==> src/core/acp16_pkg.sv <==
// Package of constants for the counter array 16-bit PWM block
package acp16_pkg;

	// ----------------------------------------------------------------
	// Timebase select encodings
	// ----------------------------------------------------------------
	localparam logic [2:0] ACP16_TB_DIV12 = 3'h0;
	localparam logic [2:0] ACP16_TB_DIV4 = 3'h1;
	localparam logic [2:0] ACP16_TB_TIMER0 = 3'h2;
	localparam logic [2:0] ACP16_TB_EXT_EDGE = 3'h3;
	localparam logic [2:0] ACP16_TB_SYSTEM_CLOCK = 3'h4;
	localparam logic [2:0] ACP16_TB_XOSC8 = 3'h5;

	// ----------------------------------------------------------------
	// Divider counts and reset values
	// ----------------------------------------------------------------
	localparam int ACP16_DIV12_COUNT = 12;
	localparam int ACP16_DIV4_COUNT = 4;
	localparam int ACP16_XOSC_DIV = 8;
	localparam logic [15:0] ACP16_COUNT_RESET = 16'h0000;
	localparam logic [15:0] ACP16_COUNT_MAX = 16'hFFFF;
	localparam logic [15:0] ACP16_COMPARE_RESET = 16'h0000;
	localparam logic [7:0] ACP16_SNAP_RESET = 8'h00;

endpackage : acp16_pkg

==> src/core/acp16_sync.sv <==
// Three-stage synchroniser with agreement-based change detection
`timescale 1ns/1ps
module acp16_sync
	import acp16_pkg::*;
(
	input wire logic clk, // System clock
	input wire logic rst, // Async reset, active high
	input wire logic async_in, // Pin or foreign-domain level
	output logic level_out, // Filtered level
	output logic fall_pulse // One-cycle pulse on a high-to-low change
);

	logic s1_reg;
	logic s2_reg;
	logic s3_reg;

	// Shift chain; first stage feeds only the second
	always_ff @(posedge clk or posedge rst) begin
		if (rst) begin
			s1_reg <= 1'b0;
			s2_reg <= 1'b0;
			s3_reg <= 1'b0;
		end else begin
			s1_reg <= async_in;
			s2_reg <= s1_reg;
			s3_reg <= s2_reg;
		end
	end

	// Level updates only once stages two and three agree
	always_ff @(posedge clk or posedge rst) begin
		if (rst) begin
			level_out <= 1'b0;
		end else if (s2_reg == s3_reg) begin
			level_out <= s3_reg;
		end
	end

	// Falling change seen when agreed level drops
	assign fall_pulse = level_out & ~s2_reg & ~s3_reg;

endmodule : acp16_sync

==> src/core/acp16_pwm.sv <==
// 16-bit PWM output stage of one capture/compare module
`timescale 1ns/1ps
module acp16_pwm
	import acp16_pkg::*;
(
	input wire logic clk, // System clock
	input wire logic rst, // Async reset, active high
	input wire logic active, // Module in 16-bit PWM mode
	input wire logic tick, // Counter advance this cycle
	input wire logic [15:0] count, // Live counter value
	input wire logic [15:0] compare, // Full compare value
	output logic pwm_out, // Output level
	output logic match_pulse // Comparator match event
);

	logic [15:0] count_next;

	assign count_next = count + 16'h0001;

	// Match on the value the counter is about to take
	assign match_pulse = active & tick & (count_next == compare);

	// High on match, low on wrap; held low while disabled
	always_ff @(posedge clk or posedge rst) begin
		if (rst) begin
			pwm_out <= 1'b0;
		end else if (!active) begin
			pwm_out <= 1'b0;
		end else if (match_pulse) begin
			pwm_out <= 1'b1;
		end else if (tick && count == ACP16_COUNT_MAX) begin
			pwm_out <= 1'b0;
		end
	end

endmodule : acp16_pwm

==> src/core/acp16_top.sv <==
// Counter array with 16-bit counter, snapshot read and one 16-bit PWM module
`timescale 1ns/1ps
module acp16_top
	import acp16_pkg::*;
(
	input wire logic clk, // System clock, 25 MHz
	input wire logic rst, // Async reset, active high
	input wire logic cpu_idle, // Processor in idle mode
	input wire logic timer0_overflow, // One-cycle pulse from timer zero
	input wire logic external_count_input, // Edge input pin
	input wire logic ext_osc_div8, // External oscillator divided by eight
	input wire logic [2:0] timebase_select, // Count source
	input wire logic idle_suspend, // Halt counting in idle
	input wire logic overflow_irq_enable, // Overflow interrupt enable
	input wire logic overflow_flag_clear, // Software clears overflow flag
	input wire logic count_wr_low, // Write strobe, count low byte
	input wire logic count_wr_high, // Write strobe, count high byte
	input wire logic count_rd_low, // Read strobe, count low byte
	input wire logic count_rd_high, // Read strobe, count high byte
	input wire logic [7:0] wr_data, // Write data byte
	input wire logic pwm_enable, // Module PWM enable
	input wire logic pwm_wide_select, // Module 16-bit PWM select
	input wire logic match_flag_enable, // Module match flag enable
	input wire logic module_irq_enable, // Module interrupt enable
	input wire logic comparator_enable_wr, // Direct write of comparator enable
	input wire logic comparator_enable_val, // Value for direct write
	input wire logic compare_wr_low, // Write strobe, compare low byte
	input wire logic compare_wr_high, // Write strobe, compare high byte
	input wire logic match_flag_clear, // Software clears module flag
	output logic [7:0] rd_data, // Read data for count reads
	output logic counter_overflow_flag, // Sticky overflow flag
	output logic module_match_flag, // Sticky module match flag
	output logic comparator_enable, // Comparator enable state
	output logic [15:0] compare_value, // Current compare value
	output logic [15:0] count_value, // Live counter
	output logic overflow_irq, // Overflow interrupt request
	output logic module_irq, // Module interrupt request
	output logic module_output_pin // PWM output pin
);

	// ----------------------------------------------------------------
	// Timebase generation
	// ----------------------------------------------------------------
	logic [3:0] div12_reg;
	logic [1:0] div4_reg;
	logic ext_fall;
	logic xosc_level;
	logic xosc_prev_reg;
	logic xosc_rise;
	logic src_tick;
	logic tick;
	logic [15:0] count_reg;
	logic [7:0] snap_reg;
	logic [15:0] compare_reg;
	logic cmp_en_reg;
	logic pwm_active;
	logic match_pulse;
	logic wrap;
	logic count_step;

	// Wrap-around counter used for both prescalers
	function automatic logic [3:0] acp16_wrap_inc(input logic [3:0] v, input int limit);
		acp16_wrap_inc = (int'(v) >= limit - 1) ? 4'h0 : v + 4'h1;
	endfunction : acp16_wrap_inc

	// Free-running prescalers; run regardless of selection
	always_ff @(posedge clk or posedge rst) begin
		if (rst) begin
			div12_reg <= 4'h0;
			div4_reg <= 2'h0;
		end else begin
			div12_reg <= acp16_wrap_inc(div12_reg, ACP16_DIV12_COUNT);
			div4_reg <= 2'(acp16_wrap_inc({2'h0, div4_reg}, ACP16_DIV4_COUNT));
		end
	end

	// Edge input; three-stage filter limits usable rate to clock/4
	acp16_sync u_ext_sync (
		.clk(clk),
		.rst(rst),
		.async_in(external_count_input),
		.level_out(),
		.fall_pulse(ext_fall)
	);

	// Divided oscillator comes from another clock, so it is synchronised
	acp16_sync u_xosc_sync (
		.clk(clk),
		.rst(rst),
		.async_in(ext_osc_div8),
		.level_out(xosc_level),
		.fall_pulse()
	);

	// Rising edge of the synchronised oscillator level
	always_ff @(posedge clk or posedge rst) begin
		if (rst) begin
			xosc_prev_reg <= 1'b0;
		end else begin
			xosc_prev_reg <= xosc_level;
		end
	end

	assign xosc_rise = xosc_level & ~xosc_prev_reg;

	// Source mux: each source except the system clock is a single-cycle enable; the system clock enables every cycle
	always_comb begin
		unique case (timebase_select)
			ACP16_TB_DIV12: src_tick = (div12_reg == 4'h0);
			ACP16_TB_DIV4: src_tick = (div4_reg == 2'h0);
			ACP16_TB_TIMER0: src_tick = timer0_overflow;
			ACP16_TB_EXT_EDGE: src_tick = ext_fall;
			ACP16_TB_SYSTEM_CLOCK: src_tick = 1'b1;
			ACP16_TB_XOSC8: src_tick = xosc_rise;
			default: src_tick = 1'b0; // Reserved codes never count
		endcase
	end

	// Idle only gates counting when suspend is requested; clock stays on
	assign tick = src_tick & ~(idle_suspend & cpu_idle);

	// ----------------------------------------------------------------
	// Counter, snapshot and overflow
	// ----------------------------------------------------------------
	// A byte write replaces the step, so a written cycle can neither wrap nor match
	assign count_step = tick & ~count_wr_low & ~count_wr_high;
	assign wrap = count_step & (count_reg == ACP16_COUNT_MAX);

	// Count by one per enable; software byte writes take priority
	always_ff @(posedge clk or posedge rst) begin
		if (rst) begin
			count_reg <= ACP16_COUNT_RESET;
		end else if (count_wr_low) begin
			count_reg[7:0] <= wr_data;
		end else if (count_wr_high) begin
			count_reg[15:8] <= wr_data;
		end else if (tick) begin
			count_reg <= count_reg + 16'h0001;
		end
	end

	// Low read latches high byte; reads touch nothing else
	always_ff @(posedge clk or posedge rst) begin
		if (rst) begin
			snap_reg <= ACP16_SNAP_RESET;
		end else if (count_rd_low) begin
			snap_reg <= count_reg[15:8];
		end
	end

	// Read data registered one cycle after the strobe
	always_ff @(posedge clk or posedge rst) begin
		if (rst) begin
			rd_data <= 8'h00;
		end else if (count_rd_low) begin
			rd_data <= count_reg[7:0];
		end else if (count_rd_high) begin
			rd_data <= snap_reg;
		end
	end

	// Sticky overflow flag; a new overflow beats a same-cycle clear
	always_ff @(posedge clk or posedge rst) begin
		if (rst) begin
			counter_overflow_flag <= 1'b0;
		end else if (wrap) begin
			counter_overflow_flag <= 1'b1;
		end else if (overflow_flag_clear) begin
			counter_overflow_flag <= 1'b0;
		end
	end

	assign overflow_irq = counter_overflow_flag & overflow_irq_enable;

	// ----------------------------------------------------------------
	// Capture/compare module in 16-bit PWM mode
	// ----------------------------------------------------------------
	// Compare bytes; low-first order keeps the comparator off mid-update
	always_ff @(posedge clk or posedge rst) begin
		if (rst) begin
			compare_reg <= ACP16_COMPARE_RESET;
		end else begin
			if (compare_wr_low) begin
				compare_reg[7:0] <= wr_data;
			end
			if (compare_wr_high) begin
				compare_reg[15:8] <= wr_data;
			end
		end
	end

	// Compare byte writes steer the enable; high write wins if both
	always_ff @(posedge clk or posedge rst) begin
		if (rst) begin
			cmp_en_reg <= 1'b0;
		end else if (compare_wr_high) begin
			cmp_en_reg <= 1'b1;
		end else if (compare_wr_low) begin
			cmp_en_reg <= 1'b0;
		end else if (comparator_enable_wr) begin
			cmp_en_reg <= comparator_enable_val;
		end
	end

	assign pwm_active = cmp_en_reg & pwm_enable & pwm_wide_select;

	acp16_pwm u_pwm (
		.clk(clk),
		.rst(rst),
		.active(pwm_active),
		.tick(count_step),
		.count(count_reg),
		.compare(compare_reg),
		.pwm_out(module_output_pin),
		.match_pulse(match_pulse)
	);

	// Sticky match flag; set beats clear
	always_ff @(posedge clk or posedge rst) begin
		if (rst) begin
			module_match_flag <= 1'b0;
		end else if (match_pulse && match_flag_enable) begin
			module_match_flag <= 1'b1;
		end else if (match_flag_clear) begin
			module_match_flag <= 1'b0;
		end
	end

	// Match interrupt lets software reload compare in step with the edge
	assign module_irq = module_match_flag & module_irq_enable;

	assign comparator_enable = cmp_en_reg;
	assign compare_value = compare_reg;
	assign count_value = count_reg;

	// ----------------------------------------------------------------
	// Assertions
	// ----------------------------------------------------------------
	a_count_step: assert property (@(posedge clk) disable iff (rst)
		(tick && !count_wr_low && !count_wr_high) |=> count_reg == $past(count_reg) + 16'h0001)
		else $error("counter did not advance by one");
	a_count_hold: assert property (@(posedge clk) disable iff (rst)
		(!tick && !count_wr_low && !count_wr_high) |=> $stable(count_reg))
		else $error("counter moved without enable");
	a_snap_read: assert property (@(posedge clk) disable iff (rst)
		(count_rd_low ##1 (count_rd_high && !count_rd_low)) |=> rd_data == $past(count_reg[15:8], 2))
		else $error("high read not from snapshot");
	a_ovf_set: assert property (@(posedge clk) disable iff (rst)
		wrap |=> counter_overflow_flag)
		else $error("overflow flag not set on wrap");
	a_ovf_irq: assert property (@(posedge clk) disable iff (rst)
		overflow_irq == (counter_overflow_flag && overflow_irq_enable))
		else $error("overflow irq mismatch");
	a_idle_halt: assert property (@(posedge clk) disable iff (rst)
		(cpu_idle && idle_suspend && !count_wr_low && !count_wr_high) |=> $stable(count_reg))
		else $error("counter ran in suspended idle");
	a_system_clock_run: assert property (@(posedge clk) disable iff (rst)
		(timebase_select == ACP16_TB_SYSTEM_CLOCK && !(idle_suspend && cpu_idle)) |-> tick)
		else $error("system_clock source did not count");
	a_cmp_low_off: assert property (@(posedge clk) disable iff (rst)
		(compare_wr_low && !compare_wr_high) |=> !cmp_en_reg ##1 !module_output_pin)
		else $error("low write did not disable comparator");
	a_cmp_high_on: assert property (@(posedge clk) disable iff (rst)
		compare_wr_high |=> cmp_en_reg)
		else $error("high write did not enable comparator");
	a_pwm_rise: assert property (@(posedge clk) disable iff (rst)
		(pwm_active && count_step && count_reg + 16'h0001 == compare_reg) |=> module_output_pin)
		else $error("output not high after match");
	a_pwm_fall: assert property (@(posedge clk) disable iff (rst)
		(pwm_active && wrap && compare_reg != ACP16_COMPARE_RESET) |=> !module_output_pin)
		else $error("output not low after overflow");
	a_pwm_off: assert property (@(posedge clk) disable iff (rst)
		!pwm_active |=> !module_output_pin)
		else $error("output high while disabled");
	a_match_flag: assert property (@(posedge clk) disable iff (rst)
		(match_pulse && match_flag_enable) |=> module_match_flag)
		else $error("match flag not set");
	// Byte access, sticky flags, reserved select, output hold and single-cycle source enables
	a_ovf_sticky: assert property (@(posedge clk) disable iff (rst)
		(counter_overflow_flag && !overflow_flag_clear) |=> counter_overflow_flag)
		else $error("overflow flag dropped without clear");
	a_match_sticky: assert property (@(posedge clk) disable iff (rst)
		(module_match_flag && !match_flag_clear) |=> module_match_flag)
		else $error("match flag dropped without clear");
	a_match_gate: assert property (@(posedge clk) disable iff (rst)
		(!module_match_flag && !(match_pulse && match_flag_enable)) |=> !module_match_flag)
		else $error("match flag set without enabled match");
	a_reserved_hold: assert property (@(posedge clk) disable iff (rst)
		(timebase_select[2:1] == 2'h3) |-> !tick)
		else $error("reserved select produced a count");
	a_pwm_hold: assert property (@(posedge clk) disable iff (rst)
		(pwm_active && !match_pulse && !wrap) |=> $stable(module_output_pin))
		else $error("output moved without match or wrap");
	a_wr_low_byte: assert property (@(posedge clk) disable iff (rst)
		count_wr_low |=> count_reg[7:0] == $past(wr_data))
		else $error("count low byte write lost");
	a_wr_high_byte: assert property (@(posedge clk) disable iff (rst)
		(count_wr_high && !count_wr_low) |=> count_reg[15:8] == $past(wr_data))
		else $error("count high byte write lost");
	a_rd_low_data: assert property (@(posedge clk) disable iff (rst)
		count_rd_low |=> rd_data == $past(count_reg[7:0]))
		else $error("low read returned wrong byte");
	a_cmp_low_byte: assert property (@(posedge clk) disable iff (rst)
		compare_wr_low |=> compare_reg[7:0] == $past(wr_data))
		else $error("compare low byte write lost");
	a_cmp_high_byte: assert property (@(posedge clk) disable iff (rst)
		compare_wr_high |=> compare_reg[15:8] == $past(wr_data))
		else $error("compare high byte write lost");
	a_xosc_pulse: assert property (@(posedge clk) disable iff (rst)
		xosc_rise |=> !xosc_rise)
		else $error("oscillator enable longer than one cycle");
	a_ext_pulse: assert property (@(posedge clk) disable iff (rst)
		ext_fall |=> !ext_fall)
		else $error("edge enable longer than one cycle");

	// Cover points for the main scenarios
	c_wrap: cover property (@(posedge clk) disable iff (rst) wrap);
	c_idle_halt: cover property (@(posedge clk) disable iff (rst) cpu_idle && idle_suspend);
	c_match: cover property (@(posedge clk) disable iff (rst) match_pulse);
	c_ext_count: cover property (@(posedge clk) disable iff (rst)
		timebase_select == ACP16_TB_EXT_EDGE && tick);
	c_snap: cover property (@(posedge clk) disable iff (rst) count_rd_low ##1 count_rd_high);

endmodule : acp16_top

==> config.mk <==
export PLATFORM = sky130hd
export DESIGN_NAME = acp16_top
export DESIGN_NICKNAME = d
export VERILOG_FILES = /design/src/core/acp16_pkg.sv /design/src/core/acp16_sync.sv /design/src/core/acp16_pwm.sv /design/src/core/acp16_top.sv
export SDC_FILE = /design/constraint.sdc
export NUM_CORES = 1
export LEC_CHECK = 0
export BUFFER_PORTS_ARGS = -buffer_cell sky130_fd_sc_hd__buf_2
export CAP_MARGIN = 20
export CORE_UTILIZATION = 50
export CTS_CLUSTER_DIAMETER = 40
export DETAILED_ROUTE_END_ITERATION = 10
export PLACE_DENSITY = 0.73
export SKIP_LAST_GASP = 1
export SLEW_MARGIN = 20
export SYNTH_ARGS = -nofsm -noshare
export SYNTH_HDL_FRONTEND = slang
export SYNTH_SLANG_ARGS = --single-unit
export TNS_END_PERCENT = 5
==> constraint.sdc <==
create_clock -name clk -period 6.1 [get_ports clk]
set_input_delay 1.83 -clock clk [delete_from_list [all_inputs] [get_ports clk]]
set_output_delay 1.83 -clock clk [all_outputs]
set_load 0.03 [all_outputs]
==> metrics.md <==
| Metric | Value |
|---|---|
| Core box area | between 6000 and 7000 um2 |
| Top_reg_cell synth | dfrtp_1 |
| Htree depth | 3 |
| Clock tree buffer depth | 2 |
| Dpl hpwl | approximately 5800 um |
| Net switching power | 386 uW |
| Layout cell share with drive strength beyond 1 | 0.325 |
| Unique cell type count in the Yosys netlist | between 60 and 70 |
| CP Capture Type | output port |
| IO Pins | between 70 and 80 |
| EDFF count, synth | 0 |
| Initial core utilization | 0.519 |
| Critical Path RT | between 4 and 5 ns |
| CTS Hold Bufs | 0 |
| Num CTS Buffers | 9 |
| Drt first pass iters | 4 |
| Commonest non-fill, non-tap cell in the layout | buf_2 |
| Max-cap violations | 0 |
| Worst R2R Path Depth | 8 |
| Routed wire length | 8140 um |
| Fin. Hold Viols | 0 |
| Crit Path Max Fanout | 1 |
| Worst endpoint data arrival time | 2.22 ns |
| Sequential area share after synthesis | 0.473 |
| Reg2reg end | u_pwm.pwm_out$_DFFE_PP0P_ |
| Vias in the first global route | ~2700 |
| TNS Setup | 0 ns |
| Fmax | around 250 MHz |
| Layout Skew | about 0.0064 ns |
| Synthesized Nets | approximately 360 |
| Reg clk slew, reported paths | 0.07 ns |
| Max IR drop VDD | approximately 0.15 mV |
| CTS sink cnt | 67 |
| Setup slack, reg-to-reg | 3.78 ns |
| Fin. max-slew vios | 0 |
| Ys async rst share | 1.00 |
| WHS Path Cells | 0 |
| GR Util All Layers | 0.241 |
| Status | complete, no violations |
| Fillers | between 600 and 700 |
| Int Pwr | 800 uW |
| Initial antenna violation count | 0 |
| CP startpoint kind | primary input |
| Chip height | roughly 86 um |
| Sw frac | 0.325 |
| WHS Endpoint | u_xosc_sync.s2_reg$_DFF_PP0_ |
| Crit path kind | primary input to output port |
| Drc violations | 0 |
| Pwr Total | 1.19 mW |
| Later-pin clock latency in the skew report | 0.35 ns |
| Netlist Area Pre-Place | between 3000 and 4000 um2 |
| Routability cong. | 0.881 |
| Final setup fails | 0 |
| P_leak | approximately 1.8 nW |
| Initial DRC Count | between 200 and 250 |
| Final #Nets | 433 |
| Seq cells post-synth | 67 |
| Hold WS | around 0.36 ns |
| Hold Crit Start | u_xosc_sync.s1_reg$_DFF_PP0_ |
| Final min period | between 4 and 5 ns |
| Root Driver | clkbuf_8 |
| Total of warnings raised by yosys | 0 |
| PwrDens | 287 nW/um2 |
| CTS tree | done |
| Port bufs | 78 |
| Post-CTS Setup Inserts | 0 |
| Seq pwr share | 0.466 |
| Cells after synthesis | roughly 330 |
| Most frequent cells in the layout | 78 x buf_2, 67 x dfrtp_1, 27 x xnor2_1 |
| Detail-routed net length per standard cell | roughly 16 um |
| Area Growth Syn to Fin | 16.6% |
| Ant diodes | 0 |
| Period utilization | 0.665 |
| RSZ-0062 raised after global routing | false |
| R2r startpoint | div12_reg[0]$_DFF_PP0_ |
| Headroom to the max-slew limit | 0.438 |
| Die area | around 7400 um2 |
| Vias | ~2700 |
| First-pass GRT wire length | roughly 13000 um |
| Post-Syn Area per Cell | roughly 11 um2 |
| Overflow after GRT | 0 |
| Largest net degree at the start of global routing | between 60 and 70 |
| Die Wd | between 80 and 90 um |
| Post-route ant nets | 0 |
| Logic pwr share | 0.232 |
| Post_cts resized | 0 |
| Worst-margin pin slew | ~0.84 ns |
| Cell row count | 30 |
| Vias per inst | between 5 and 6 |
| Clock power share | 0.301 |
| Worst hold path class | flop to flop |
-- how the worst max path moves through the flow --
stage                                    from           end  slack [ns]  cells past startpoint
after detailed placement  overflow_irq_enable  overflow_irq        2.04                      3
after CTS                 overflow_irq_enable  overflow_irq        2.04                      3
final                     overflow_irq_enable  overflow_irq        2.05                      3
after global placement      module_irq_enable    module_irq        2.05                      3
after global routing      overflow_irq_enable  overflow_irq        2.03                      3
after floorplan             module_irq_enable    module_irq        2.16                      1
-- synthesized netlist by cell type (5+ instances only) --
master,n,share of area
o21ai_1,6,0.0085
ha_1,5,0.018
nor2_1,12,0.013
dfrtp_1,67,0.47
mux2_2,23,0.073
and2_1,5,0.0088
xnor2_1,27,0.067
nand3_1,8,0.011
a22oi_1,7,0.015
clkbuf_1,11,0.012
mux2i_1,10,0.028
inv_1,12,0.013
nand2_1,24,0.025
nor3_1,11,0.016
xor2_1,6,0.015
o21ai_0,18,0.025
-- area by class of cell --
cell class	instances	area, um2	share of cell area
timing repair buffer	79	398	0.0963
sequential	67	1680	0.406
tap	96	120	0.0291
inverter	12	45.0	0.0109
clock buffer	14	153	0.0369
clock inverter	2	35.0	0.00848
multi-input combinational	226	1710	0.413
-- logic make-up after synthesis --
| kind of cell | count (synthesis) | share of synthesized area |
|---|---|---|
| AO/OA/AOI/OAI | 56 | 0.108 |
| adder cells (fa/ha/maj) | 7 | 0.0233 |
| multiplexers | 33 | 0.101 |
| AND/OR/NAND/NOR | 97 | 0.167 |
| XOR/XNOR | 33 | 0.0816 |
| buffers and inverters | 32 | 0.0455 |
| flip-flops | 67 | 0.473 |
-- worst max-delay path: stages --
cell and delay (ns):
buf_2 0.09, and2_1 0.14, buf_2 0.17
-- routing by layer --
metal  track usage  vias up  part of all wire
li1              -     1297                 -
met3        0.0419       14             0.053
met5             0        -                 0
met4         0.108        0             0.019
met1         0.320     1302              0.44
met2         0.389       89              0.48
-- through the flow --
| step | setup slack (ns) | util | cell area, um2 | instances |
|---|---|---|---|---|
| 2_1_floorplan | 2.16 | - | 3540 | 325 |
| 3_3_place_gp | 2.05 | 0.577 | 3950 | 480 |
| 3_5_place_dp | 2.04 | 0.577 | 3950 | 480 |
| 4_1_cts | 2.04 | 0.605 | 4130 | 496 |
| 5_1_grt | 2.03 | 0.605 | 4130 | 496 |
| 6_report | 2.05 | 0.605 | 4130 | 496 |
-- power groups by stage --
stage	registers [mW]	clock network (mW)	logic, mW
2_1_floorplan	0.601	0	0.155
3_3_place_gp	0.558	0	0.271
3_5_place_dp	0.561	0	0.276
4_1_cts	0.552	0.366	0.278
5_1_grt	0.560	0.384	0.298
6_report	0.553	0.357	0.275
No activity file was read; power rests on OpenSTA's default activity.
